File: config.mk
export PLATFORM = sky130hd
export DESIGN_NAME = ldcb_bank
export DESIGN_NICKNAME = d
export VERILOG_FILES = /design/src/logic/ldcb_pkg.sv /design/src/logic/ldcb_bank.sv
export VERILOG_INCLUDE_DIRS = /design/src /design/src/logic
export SDC_FILE = /design/constraint.sdc
export NUM_CORES = 1
export LEC_CHECK = 0
export ABC_CLOCK_PERIOD_IN_PS = 8360
export BUFFER_PORTS_ARGS = -buffer_cell sky130_fd_sc_hd__buf_2
export CAP_MARGIN = 25
export CORE_ASPECT_RATIO = 1.25
export CORE_MARGIN = 2
export CORE_UTILIZATION = 30
export DETAILED_ROUTE_END_ITERATION = 7
export PLACE_DENSITY = 0.54
export SKIP_LAST_GASP = 1
export SLEW_MARGIN = 20
export SYNTH_ARGS = -nofsm -noshare
export SYNTH_HDL_FRONTEND = slang
export SYNTH_SLANG_ARGS = --single-unit
export TNS_END_PERCENT = 50
File: constraint.sdc
create_clock -name clk_i -period 8.36 [get_ports clk_i]
set_clock_uncertainty 0.2 [all_clocks]
set_input_delay 2.09 -clock clk_i [delete_from_list [all_inputs] [get_ports clk_i]]
set_output_delay 2.09 -clock clk_i [all_outputs]
set_load 0.005 [all_outputs]
File: src/logic/ldcb_defines.svh
/*
  Constants of the logical device configuration bank: port keys, global
  indices, per-function indices, function numbers and reset values.
  Assumes it is included by bare name from the package and the bank.
*/
`ifndef LDCB_DEFINES_SVH
`define LDCB_DEFINES_SVH

// ---------------------------------------------------------------
// configuration port keys
// ---------------------------------------------------------------
`define LDCB_KEY_ENTER 8'h55
`define LDCB_KEY_EXIT 8'hAA

// ---------------------------------------------------------------
// global indices and fields
// ---------------------------------------------------------------
`define LDCB_IDX_CTRL 8'h02
`define LDCB_IDX_LDN 8'h07
`define LDCB_IDX_PWR 8'h22
`define LDCB_SOFT_BIT 0
`define LDCB_PWR_SB_MASK 8'hA0
`define LDCB_RV_ZERO 8'h00

// ---------------------------------------------------------------
// per-function indices
// ---------------------------------------------------------------
`define LDCB_IDX_ACT 8'h30
`define LDCB_IDX_BHI 8'h60
`define LDCB_IDX_BLO 8'h61
`define LDCB_IDX_IRQ 8'h70
`define LDCB_IDX_IRQ2 8'h72
`define LDCB_IDX_DMA 8'h74
`define LDCB_IDX_MODE 8'hF0
`define LDCB_IDX_OPT 8'hF1
`define LDCB_IDX_TYPE 8'hF2
`define LDCB_IDX_DRV0 8'hF4
`define LDCB_IDX_DRV1 8'hF5

// ---------------------------------------------------------------
// function numbers
// ---------------------------------------------------------------
`define LDCB_LD_FLOPPY 4'h0
`define LDCB_LD_PAR 4'h3
`define LDCB_LD_SER1 4'h4
`define LDCB_LD_SER2 4'h5
`define LDCB_LD_KBD 4'h7
`define LDCB_LD_GAME 4'h9
`define LDCB_LD_WAKE 4'hA
`define LDCB_LD_MIDI 4'hB

// ---------------------------------------------------------------
// reset values
// ---------------------------------------------------------------
`define LDCB_RV_FLOPPY_BHI 8'h03
`define LDCB_RV_FLOPPY_BLO 8'hF0
`define LDCB_RV_FLOPPY_IRQ 8'h06
`define LDCB_RV_FLOPPY_DMA 8'h02
`define LDCB_RV_FLOPPY_MODE 8'h0E
`define LDCB_RV_FLOPPY_TYPE 8'hFF
`define LDCB_RV_PAR_DMA 8'h04
`define LDCB_RV_PAR_MODE 8'h3C
`define LDCB_RV_INFRARED_OPT 8'h02
`define LDCB_RV_INFRARED_TMO 8'h03
`define LDCB_RV_MIDI_BHI 8'h03
`define LDCB_RV_MIDI_BLO 8'h30
`define LDCB_RV_MIDI_IRQ 8'h05
`define LDCB_NUM_ENT 44

`endif

File: src/logic/ldcb_pkg.sv
/*
  Types of the logical device configuration bank.
  Assumes the defines header is on the include path.
*/
`include "ldcb_defines.svh"

package ldcb_pkg;

  // which reset sources load a register
  typedef enum logic [1:0] {
    LDCB_CLS_ALL = 2'h0, // hard, main, standby and soft
    LDCB_CLS_HW = 2'h1,  // hard, main and standby only
    LDCB_CLS_SB = 2'h3   // standby power-on only
  } ldcb_cls_e;

  // run or configuration state
  typedef enum logic {
    LDCB_ST_RUN = 1'b0,
    LDCB_ST_CFG = 1'b1
  } ldcb_state_e;

  // one implemented per-function register
  typedef struct packed {
    logic [3:0] ldn;
    logic [7:0] idx;
    logic [7:0] rv;
    ldcb_cls_e cls;
  } ldcb_ent_s;

  // one host port access
  typedef struct packed {
    logic wr;
    logic rd;
    logic data_sel;
    logic [7:0] wdata;
  } ldcb_io_s;

endpackage

File: src/logic/ldcb_bank.sv
/*
  Per-function configuration register bank behind the index/data
  configuration ports, with its four reset sources.
  Assumes the host port decoder presents one-cycle accesses on clk_i,
  config/index port when data_sel is 0 and data port when it is 1.
*/
`include "ldcb_defines.svh"

module ldcb_bank (
  input wire logic clk_i,                // 100 MHz clock
  input wire logic rst_i,                // standby supply power-on reset
  input wire logic bus_reset_pin_n_i,    // bus reset pin, async, low
  input wire logic main_por_i,           // main supply power-on, async
  input wire ldcb_pkg::ldcb_io_s io_i,   // host port access
  output logic [7:0] rd_data_o,          // read data, registered
  output logic rd_valid_o,               // read data valid pulse
  output logic cfg_mode_o,               // in configuration state
  output logic soft_reset_o,             // soft reset pulse
  output logic [7:0] power_ctl_o         // global power control
);
  import ldcb_pkg::*;

  localparam int NE = `LDCB_NUM_ENT;
  localparam logic [5:0] NONE = 6'h3F;

  // ---------------------------------------------------------------
  // register table
  // ---------------------------------------------------------------

  // each entry names its function, its index, the value it loads on
  // reset and the class of reset sources that load it; the table is
  // walked by constant functions only, so it costs no logic of its own
  // beyond the comparators of the lookup
  // build one table entry
  function automatic ldcb_ent_s mk(input logic [3:0] l,
                                   input logic [7:0] i,
                                   input logic [7:0] v,
                                   input ldcb_cls_e c);
    ldcb_ent_s t;
    t.ldn = l;
    t.idx = i;
    t.rv = v;
    t.cls = c;
    return t;
  endfunction

  // implemented registers with their reset value and class
  function automatic ldcb_ent_s ent(input int e);
    ldcb_ent_s t;
    t = mk(4'hF, 8'h00, `LDCB_RV_ZERO, LDCB_CLS_ALL);
    case (e)
      // floppy function
      0: t = mk(`LDCB_LD_FLOPPY, `LDCB_IDX_ACT,
          `LDCB_RV_ZERO, LDCB_CLS_ALL);
      1: t = mk(`LDCB_LD_FLOPPY, `LDCB_IDX_BHI,
          `LDCB_RV_FLOPPY_BHI, LDCB_CLS_ALL);
      2: t = mk(`LDCB_LD_FLOPPY, `LDCB_IDX_BLO,
          `LDCB_RV_FLOPPY_BLO, LDCB_CLS_ALL);
      3: t = mk(`LDCB_LD_FLOPPY, `LDCB_IDX_IRQ,
          `LDCB_RV_FLOPPY_IRQ, LDCB_CLS_ALL);
      4: t = mk(`LDCB_LD_FLOPPY, `LDCB_IDX_DMA,
          `LDCB_RV_FLOPPY_DMA, LDCB_CLS_ALL);
      5: t = mk(`LDCB_LD_FLOPPY, `LDCB_IDX_MODE,
          `LDCB_RV_FLOPPY_MODE, LDCB_CLS_HW);
      6: t = mk(`LDCB_LD_FLOPPY, `LDCB_IDX_OPT,
          `LDCB_RV_ZERO, LDCB_CLS_HW);
      7: t = mk(`LDCB_LD_FLOPPY, `LDCB_IDX_TYPE,
          `LDCB_RV_FLOPPY_TYPE, LDCB_CLS_HW);
      8: t = mk(`LDCB_LD_FLOPPY, `LDCB_IDX_DRV0,
          `LDCB_RV_ZERO, LDCB_CLS_HW);
      9: t = mk(`LDCB_LD_FLOPPY, `LDCB_IDX_DRV1,
          `LDCB_RV_ZERO, LDCB_CLS_HW);
      // parallel function
      10: t = mk(`LDCB_LD_PAR, `LDCB_IDX_ACT,
          `LDCB_RV_ZERO, LDCB_CLS_ALL);
      11: t = mk(`LDCB_LD_PAR, `LDCB_IDX_BHI,
          `LDCB_RV_ZERO, LDCB_CLS_ALL);
      12: t = mk(`LDCB_LD_PAR, `LDCB_IDX_BLO,
          `LDCB_RV_ZERO, LDCB_CLS_ALL);
      13: t = mk(`LDCB_LD_PAR, `LDCB_IDX_IRQ,
          `LDCB_RV_ZERO, LDCB_CLS_ALL);
      14: t = mk(`LDCB_LD_PAR, `LDCB_IDX_DMA,
          `LDCB_RV_PAR_DMA, LDCB_CLS_ALL);
      15: t = mk(`LDCB_LD_PAR, `LDCB_IDX_MODE,
          `LDCB_RV_PAR_MODE, LDCB_CLS_HW);
      16: t = mk(`LDCB_LD_PAR, `LDCB_IDX_OPT,
          `LDCB_RV_ZERO, LDCB_CLS_HW);
      // first serial function
      17: t = mk(`LDCB_LD_SER1, `LDCB_IDX_ACT,
          `LDCB_RV_ZERO, LDCB_CLS_ALL);
      18: t = mk(`LDCB_LD_SER1, `LDCB_IDX_BHI,
          `LDCB_RV_ZERO, LDCB_CLS_ALL);
      19: t = mk(`LDCB_LD_SER1, `LDCB_IDX_BLO,
          `LDCB_RV_ZERO, LDCB_CLS_ALL);
      20: t = mk(`LDCB_LD_SER1, `LDCB_IDX_IRQ,
          `LDCB_RV_ZERO, LDCB_CLS_ALL);
      21: t = mk(`LDCB_LD_SER1, `LDCB_IDX_MODE,
          `LDCB_RV_ZERO, LDCB_CLS_HW);
      // second serial function, 0x62/0x63/0x74 left out on purpose
      22: t = mk(`LDCB_LD_SER2, `LDCB_IDX_ACT,
          `LDCB_RV_ZERO, LDCB_CLS_SB);
      23: t = mk(`LDCB_LD_SER2, `LDCB_IDX_BHI,
          `LDCB_RV_ZERO, LDCB_CLS_ALL);
      24: t = mk(`LDCB_LD_SER2, `LDCB_IDX_BLO,
          `LDCB_RV_ZERO, LDCB_CLS_ALL);
      25: t = mk(`LDCB_LD_SER2, `LDCB_IDX_IRQ,
          `LDCB_RV_ZERO, LDCB_CLS_ALL);
      26: t = mk(`LDCB_LD_SER2, `LDCB_IDX_MODE,
          `LDCB_RV_ZERO, LDCB_CLS_HW);
      27: t = mk(`LDCB_LD_SER2, `LDCB_IDX_OPT,
          `LDCB_RV_INFRARED_OPT, LDCB_CLS_HW);
      28: t = mk(`LDCB_LD_SER2, `LDCB_IDX_TYPE,
          `LDCB_RV_INFRARED_TMO, LDCB_CLS_HW);
      // keyboard function
      29: t = mk(`LDCB_LD_KBD, `LDCB_IDX_ACT,
          `LDCB_RV_ZERO, LDCB_CLS_ALL);
      30: t = mk(`LDCB_LD_KBD, `LDCB_IDX_IRQ,
          `LDCB_RV_ZERO, LDCB_CLS_ALL);
      31: t = mk(`LDCB_LD_KBD, `LDCB_IDX_IRQ2,
          `LDCB_RV_ZERO, LDCB_CLS_ALL);
      32: t = mk(`LDCB_LD_KBD, `LDCB_IDX_MODE,
          `LDCB_RV_ZERO, LDCB_CLS_HW);
      // game function
      33: t = mk(`LDCB_LD_GAME, `LDCB_IDX_ACT,
          `LDCB_RV_ZERO, LDCB_CLS_ALL);
      34: t = mk(`LDCB_LD_GAME, `LDCB_IDX_BHI,
          `LDCB_RV_ZERO, LDCB_CLS_ALL);
      35: t = mk(`LDCB_LD_GAME, `LDCB_IDX_BLO,
          `LDCB_RV_ZERO, LDCB_CLS_ALL);
      // wake-event function, 0xF1 left out on purpose
      36: t = mk(`LDCB_LD_WAKE, `LDCB_IDX_ACT,
          `LDCB_RV_ZERO, LDCB_CLS_ALL);
      37: t = mk(`LDCB_LD_WAKE, `LDCB_IDX_BHI,
          `LDCB_RV_ZERO, LDCB_CLS_ALL);
      38: t = mk(`LDCB_LD_WAKE, `LDCB_IDX_BLO,
          `LDCB_RV_ZERO, LDCB_CLS_ALL);
      39: t = mk(`LDCB_LD_WAKE, `LDCB_IDX_MODE,
          `LDCB_RV_ZERO, LDCB_CLS_SB);
      // midi function
      40: t = mk(`LDCB_LD_MIDI, `LDCB_IDX_ACT,
          `LDCB_RV_ZERO, LDCB_CLS_ALL);
      41: t = mk(`LDCB_LD_MIDI, `LDCB_IDX_BHI,
          `LDCB_RV_MIDI_BHI, LDCB_CLS_ALL);
      42: t = mk(`LDCB_LD_MIDI, `LDCB_IDX_BLO,
          `LDCB_RV_MIDI_BLO, LDCB_CLS_HW);
      43: t = mk(`LDCB_LD_MIDI, `LDCB_IDX_IRQ,
          `LDCB_RV_MIDI_IRQ, LDCB_CLS_ALL);
      default: t = mk(4'hF, 8'h00, `LDCB_RV_ZERO, LDCB_CLS_ALL);
    endcase
    return t;
  endfunction

  // find the entry for a function and index, NONE if unimplemented
  // indices are unique within a function, so at most one entry can
  // match and the order of the walk does not matter
  function automatic logic [5:0] lookup(input logic [7:0] l,
                                        input logic [7:0] i);
    logic [5:0] hit;
    ldcb_ent_s t;
    hit = NONE;
    for (int e = 0; e < NE; e++) begin
      t = ent(e);
      if ({4'h0, t.ldn} == l && t.idx == i) begin
        hit = 6'(e);
      end
    end
    return hit;
  endfunction

  // ---------------------------------------------------------------
  // reset sources
  // ---------------------------------------------------------------
  logic [1:0] hard_sync_r;
  logic [1:0] main_sync_r;
  logic soft_r;
  logic rst_hw;
  logic rst_all;

  // the pin resets arrive with no relation to clk_i; they are seen only
  // through the synchronisers, so a pin pulse shorter than one clock
  // may be missed, and a reset takes effect three edges after the pin
  // soft reset reaches only the all-source class, the selector and the power control bits other than 5 and 7
  // two-stage synchronisers for the asynchronous reset pins
  always_ff @(posedge clk_i) begin
    if (rst_i) begin
      hard_sync_r <= 2'h0;
      main_sync_r <= 2'h0;
    end else begin
      hard_sync_r <= {hard_sync_r[0], ~bus_reset_pin_n_i};
      main_sync_r <= {main_sync_r[0], main_por_i};
    end
  end

  // hard or power-on, and any reset including soft
  assign rst_hw = rst_i | hard_sync_r[1] | main_sync_r[1];
  assign rst_all = rst_hw | soft_r;

  // ---------------------------------------------------------------
  // host port decode
  // ---------------------------------------------------------------
  ldcb_state_e state_r;
  logic [7:0] index_r;
  logic [7:0] ldn_r;
  logic [7:0] pwr_r;
  logic [7:0] regs_r [NE];
  logic [5:0] hit;
  logic cfg;
  logic idx_wr;
  logic dat_wr;

  // the port strobes come from logic on clk_i and need no synchroniser;
  // each strobe stands for exactly one edge
  // accesses qualified by the configuration state
  assign cfg = (state_r == LDCB_ST_CFG);
  assign idx_wr = io_i.wr & ~io_i.data_sel & cfg;
  assign dat_wr = io_i.wr & io_i.data_sel & cfg;
  assign hit = lookup(ldn_r, index_r);

  // run/config state from keys on the config port
  // keys are taken only on the config port; a data port write can
  // never open or close the configuration state
  always_ff @(posedge clk_i) begin
    if (rst_hw) begin
      state_r <= LDCB_ST_RUN;
    end else if (io_i.wr && !io_i.data_sel) begin
      case (state_r)
        LDCB_ST_RUN: begin
          if (io_i.wdata == `LDCB_KEY_ENTER) begin
            state_r <= LDCB_ST_CFG;
          end
        end
        LDCB_ST_CFG: begin
          if (io_i.wdata == `LDCB_KEY_EXIT) begin
            state_r <= LDCB_ST_RUN;
          end
        end
        default: state_r <= LDCB_ST_RUN;
      endcase
    end
  end

  // index port; the exit key is not taken as an index
  always_ff @(posedge clk_i) begin
    if (rst_hw) begin
      index_r <= 8'h00;
    end else if (idx_wr && io_i.wdata != `LDCB_KEY_EXIT) begin
      index_r <= io_i.wdata;
    end
  end

  // function number selector, cleared by soft reset too
  always_ff @(posedge clk_i) begin
    if (rst_all) begin
      ldn_r <= 8'h00;
    end else if (dat_wr && index_r == `LDCB_IDX_LDN) begin
      ldn_r <= io_i.wdata;
    end
  end

  // soft reset pulse from the control register, self clearing
  always_ff @(posedge clk_i) begin
    if (rst_hw) begin
      soft_r <= 1'b0;
    end else begin
      soft_r <= dat_wr && index_r == `LDCB_IDX_CTRL &&
                io_i.wdata[`LDCB_SOFT_BIT];
    end
  end

  // power control: bits 5 and 7 survive all but standby power-on
  // those bits hold state that must outlive the main supply, so every
  // other reset source clears only the remaining bits
  always_ff @(posedge clk_i) begin
    if (rst_i) begin
      pwr_r <= 8'h00;
    end else if (rst_hw || soft_r) begin
      pwr_r <= pwr_r & `LDCB_PWR_SB_MASK;
    end else if (dat_wr && index_r == `LDCB_IDX_PWR) begin
      pwr_r <= io_i.wdata;
    end
  end

  // ---------------------------------------------------------------
  // per-function registers
  // ---------------------------------------------------------------
  for (genvar g = 0; g < NE; g++) begin : g_reg
    localparam ldcb_ent_s T = ent(g);
    logic rst_e;

    // pick the reset sources of this register's class
    // a standby-only register keeps its contents through every reset
    // but rst_i, so its setting survives a main supply cycle
    always_comb begin
      case (T.cls)
        LDCB_CLS_ALL: rst_e = rst_all;
        LDCB_CLS_HW: rst_e = rst_hw;
        LDCB_CLS_SB: rst_e = rst_i;
        default: rst_e = rst_all;
      endcase
    end

    // storage, written only through the selected function's bank
    always_ff @(posedge clk_i) begin
      if (rst_e) begin
        regs_r[g] <= T.rv;
      end else if (dat_wr && hit == 6'(g)) begin
        regs_r[g] <= io_i.wdata;
      end
    end
  end

  // ---------------------------------------------------------------
  // read path
  // ---------------------------------------------------------------
  logic [7:0] rd_nxt;

  // the selector and power control are answered here, not by the
  // table, because they live outside every function's bank; a read
  // of the index port in configuration state returns the current index
  // reserved and unimplemented indices read zero
  always_comb begin
    rd_nxt = 8'h00;
    if (cfg && !io_i.data_sel) begin
      rd_nxt = index_r;
    end else if (cfg) begin
      if (index_r == `LDCB_IDX_LDN) begin
        rd_nxt = ldn_r;
      end else if (index_r == `LDCB_IDX_PWR) begin
        rd_nxt = pwr_r;
      end else if (hit != NONE) begin
        rd_nxt = regs_r[hit];
      end
    end
  end

  // registered read answer, one cycle after the strobe
  always_ff @(posedge clk_i) begin
    if (rst_hw) begin
      rd_data_o <= 8'h00;
      rd_valid_o <= 1'b0;
    end else begin
      rd_valid_o <= io_i.rd;
      if (io_i.rd) begin
        rd_data_o <= rd_nxt;
      end
    end
  end

  // status outputs
  // cfg_mode_o follows the state register directly, so it drops on
  // the same edge that takes the exit key
  assign cfg_mode_o = cfg;
  assign soft_reset_o = soft_r;
  assign power_ctl_o = pwr_r;

endmodule

## Word-level counts from Yosys, hierarchy flattened

Memories as Yosys holds them, arrays and structs flattened.
Cells that the tools add are included.

| word-level totals | value |
|---|---|
| bits in registers | 39 |
| RAM bits | 352 |
| input bits | 15 |
| output and inout port bits | 19 |
| memories | 1 |

Memories:

| memory | words | bits a word | rd ports | clocked after memory_dff | wr ports | line | text |
|---|---|---|---|---|---|---|---|
| regs_r | 44 | 8 | 1 | 0 | 44 | ldcb_bank.sv:205 | `logic [7:0] regs_r [NE];` |

| cells by class | value |
|---|---|
| equality and inequality tests | 68 |
| multiplexer cells | 234 |
| bitwise logic cells | 55 |
| reduce and logical (&&, ||, !) cells | 101 |

Operators by type and width:

| cell | number |
|---|---|
| 2-to-1 mux 8 bit | 49 |
| 2-to-1 mux 6 bit | 44 |
| 2-to-1 mux 1 bit | 140 |
| == test 6 x 5 -> 1 bit, second input constant | 16 |
| logical AND 1 bit | 95 |
| == test 6 bit, second input constant | 12 |
| == test 6 x 4 -> 1 bit, second input constant | 8 |
| bitwise OR 1 bit | 47 |
| == test 7 x 8 -> 1 bit, first input constant | 5 |
| == test 8 bit, first input constant | 5 |
| == test 3 x 8 -> 1 bit, first input constant | 3 |
| == test 4 x 8 -> 1 bit, first input constant | 3 |
| == test 6 x 3 -> 1 bit, second input constant | 4 |
| == test 6 x 2 -> 1 bit, second input constant | 2 |
| == test 2 x 8 -> 1 bit, first input constant | 1 |
| == test 6 x 8 -> 1 bit, first input constant | 1 |
| == test 8 x 2 -> 1 bit, second input constant | 1 |
| == test 8 x 3 -> 1 bit, second input constant | 1 |
| == test 8 x 6 -> 1 bit, second input constant | 1 |
| == test 8 x 7 -> 1 bit, second input constant | 1 |
| == test 8 bit, second input constant | 1 |
| zero test 8 bit | 1 |
| inequality test 8 bit, second input constant | 1 |
| == test 6 x 1 -> 1 bit, second input constant | 1 |
| 9 further kinds | 15 |

## Logic depth before layout (Yosys ltp)

| logic depth | value |
|---|---|
| depth in word-level cells | 52 |
| mapped depth | 18 |

## Worst setup path after synthesis

No wires, ideal clock.

| timing path | value |
|---|---|
| kind | input to register |
| from | input rst_i |
| to | memory regs_r[0][0] (enable) |
| setup time | 0.357 ns |
| arrival time | 3.555 ns |
| path slack | 4.248 ns |
| stages on the path | 5 |
| path through | or3_1 -> nor2_1 -> clkbuf_1 -> clkbuf_1 -> o21ai_0 |

RTL lines:

| what | line | text |
|---|---|---|
| start: declaration | ldcb_bank.sv:11 | `input wire logic rst_i,` |
| end: declaration | ldcb_bank.sv:205 |  |

==> impl_metrics.tcl <==
set metrics [dict create \
    numPlacedInstances 2646 \
    powerDensity_nw_per_um2 196 \
    ys_seq_area_share_pct 58.0 \
    async_flop_share_pct 0 \
    sw_frac_of_total_pct 21.9 \
    insertedDiodeCount 0 \
    holdPathStages 1 \
    fp-row-count 104 \
    synth_top_cells_by_area "edfxtp_1 (54%), and2_1 (8.6%), nand2_1 (5.5%)" \
    synthesis.nets 1882 \
    netlist_area_um2 19600 \
    clock_latency_ns 0.56 \
    cts_buffers 41 \
    dr_total_vias 14800 \
    r2r_cells 9 \
    hold_path_class "register to register" \
    portBuffers 33 \
    fin_util_pct 34.0 \
    yosys_register_bits 391 \
    switchingPower_mw 0.943 \
    h-tree-depth 2 \
    gp_congestion 0.920 \
    timing.final.ws_setup_ns 2.85 \
    drive_gt1_share_pct 10.0 \
    grt_pass1_wl_um 94600 \
    hp-start "main_sync_r[0]" \
    ys_warn_count 0 \
    fin_cells 2724 \
    drv_cap 0 \
    yosysTopAreaCell "edfxtp_1" \
    seqPwrFrac_pct 51.5 \
    crit_path_end_kind "register" \
    grt_pass1_vias 14600 \
    grt_usage_pct 18.7 \
    worstPathArrival_ns 5.57 \
    worstPathMaxFanout 25 \
    dr.pass1.iters 6 \
    setup_viol 0 \
    fin_crit_sh_pct 65.9 \
    fmax_mhz 182 \
    drt_wl_total_um 63200 \
    cts_max_path_buffers 3 \
    clkSinkCount 391 \
    worstReg2RegStart "index_r[4]" \
    grt_setup_unrepaired "false" \
    fillers 6551 \
    cp-startpoint "index_r[4]" \
    period_minus_slack_ns 5.51 \
    ys.flop_type "edfxtp_1" \
    post-route-drc-count 0 \
    cts_hold_buf 0 \
    combPwrFrac_pct 4.2 \
    dieWidth_um 233 \
    synth_cells 1867 \
    slew_violations 0 \
    ir_drop_v 0.000160 \
    leakagePower_nw 7.83 \
    root_buffer "clkbuf_16" \
    avgViaCountPerCell 5.42 \
    tightest_slew_ns 1.09 \
    antenna_found_initial 0 \
    grt_max_degree 80 \
    tns_ns 0 \
    yosysUniqueCellTypes 78 \
    ant_nets 0 \
    finalHoldViolCount 0 \
    area_growth_pct 12.1 \
    cts_resized 0 \
    hpwl_um 40200 \
    worstPathRequired_ns 8.42 \
    internal_power_mw 3.35 \
    core_um2 64500 \
    initial_utilization_pct 30.3 \
    relSlewSlack_pct 27.3 \
    crit_type "register to register" \
    syn_avg_cell_area_um2 10.5 \
    io-pin-count 34 \
    cts.reportedPaths.clkPinSlew_ns 0.06 \
    synth_enable_flop_cells 352 \
    status "finished clean" \
    wire_per_inst_um 23.2 \
    die_height_um 290 \
    clkPwrFrac_pct 44.3 \
    yosysTopAreaCellShare_pct 54.0 \
    drt_iter0_drc 1815 \
    cp-start-kind "register" \
    fp.dieArea_um2 67300 \
    cts_setup_buffers 0 \
    nNetsFinal 1859 \
    cts_tree "built" \
    grt-ovfl-total 0 \
    dp_slack_ns 2.95 \
]
==> area by class of cell <==
cell class                      instances  area [um2]  area share, %
Sequential cell                       391       11400           51.7
Multi-Input combinational cell       1315        7560           34.5
Clock buffer                           54        1180           5.37
Tap cell                              848        1060           4.83
Timing Repair Buffer                   86         546           2.49
Clock inverter                         21         213          0.969
Inverter                                9        33.8          0.154
==> Yosys cell counts, drive strengths merged (3+ instances only) <==
cell type    n
dfxtp       39
nor3        59
o31a         3
nor4        23
and2       268
nand2b      21
nand3b       3
o31ai        4
xnor2        4
nor4bb       5
o22ai       17
nor3b        3
or3         28
a21oi       58
nand4        8
o311ai       4
a21o         3
o2111ai      3
a221oi      41
a31oi       48
o21ai       72
a211oi       3
nor2b       12
inv          9
xor2         4
or2         11
nand2      287
nand3       99
and3        23
or4          9
buf         67
o221ai      10
a221o        6
a41oi        3
nor2        99
mux2i       44
clkbuf      85
edfxtp     352
==> logic make-up after synthesis <==
kind of cell           count (synthesis)  share of synthesized area [%]
multiplexers                          44                           2.25
AO/OA/AOI/OAI                        296                           10.0
AND/OR/NAND/NOR                      967                           25.7
buffers and inverters                161                           3.71
XOR/XNOR                               8                          0.358
flip-flops                           391                           58.0
==> path summary, 6_finish.rpt <==
path,slack (ns),end
setup / recovery,2.85,regs_r[43][7]
hold reg to reg,0.24,main_sync_r[1]
hold / removal,0.24,main_sync_r[1]
setup reg to reg,2.85,regs_r[43][7]
==> placed cells by master (no fill, tap or decap), types with 10 or more instances in the layout <==
| cell type | instances |
|---|---|
| nor2_1 | 97 |
| buf_4 | 46 |
| o21ai_1 | 29 |
| mux2i_1 | 44 |
| nand3_1 | 95 |
| o22ai_1 | 17 |
| a21oi_1 | 58 |
| nand2b_1 | 21 |
| and2_1 | 268 |
| nor2b_1 | 12 |
| nor3_1 | 56 |
| and3_1 | 22 |
| clkbuf_16 | 44 |
| nand2_1 | 286 |
| o221ai_1 | 10 |
| edfxtp_1 | 352 |
| or3_1 | 28 |
| dfxtp_1 | 39 |
| a221oi_1 | 39 |
| or2_2 | 10 |
| a31oi_1 | 48 |
| o21ai_0 | 42 |
| buf_2 | 38 |
| nor4_1 | 20 |
==> sequential cells by signal, indices dropped and copies added, names as in the netlist <==
name and cells:
main_sync_r 2, cfg_mode_o 1, rd_valid_o 1, rd_data_o 8, index_r 8, power_ctl_o 8, ldn_r 8, regs_r 352
soft_reset_o 1, hard_sync_r 2
==> metal layers <==
layer,track usage [%],routed length (um),up-vias
met5,0,0,-
met2,32.9,31500,672
met4,6.82,2200,0
met3,3.03,4400,126
li1,-,-,6726
met1,23.0,25100,7246
==> per-stage QoR <==
stage          hold WS (ns)  power, mW  area, um2
5_1_grt               0.272       4.41      21900
2_1_floorplan         0.214       2.34      19600
3_3_place_gp          0.223       2.43      20500
6_report              0.239       4.30      21900
4_1_cts               0.239       4.32      21900
3_5_place_dp          0.225       2.44      20500
==> critical path, stage by stage, from the launching register on <==
cell,delay [ns]
dfxtp_1,0.95
xor2_1,0.22
o2111ai_1,0.27
a21oi_1,0.13
o21ai_1,0.33
nand4b_1,0.72
nor2_1,0.75
nand3_1,0.57
o21ai_0,0.78
buf_2,0.28
==> power by group through the flow <==
stage / Combinational [mW] / Sequential (mW) / Clock [mW]
global route: 0.193 / 2.22 / 1.99
finish: 0.180 / 2.21 / 1.90
CTS: 0.179 / 2.21 / 1.93
global placement: 0.175 / 2.26 / 0
detailed placement: 0.179 / 2.26 / 0
floorplan: 0.0952 / 2.25 / 0
No activity file was read; power rests on OpenSTA's default activity.
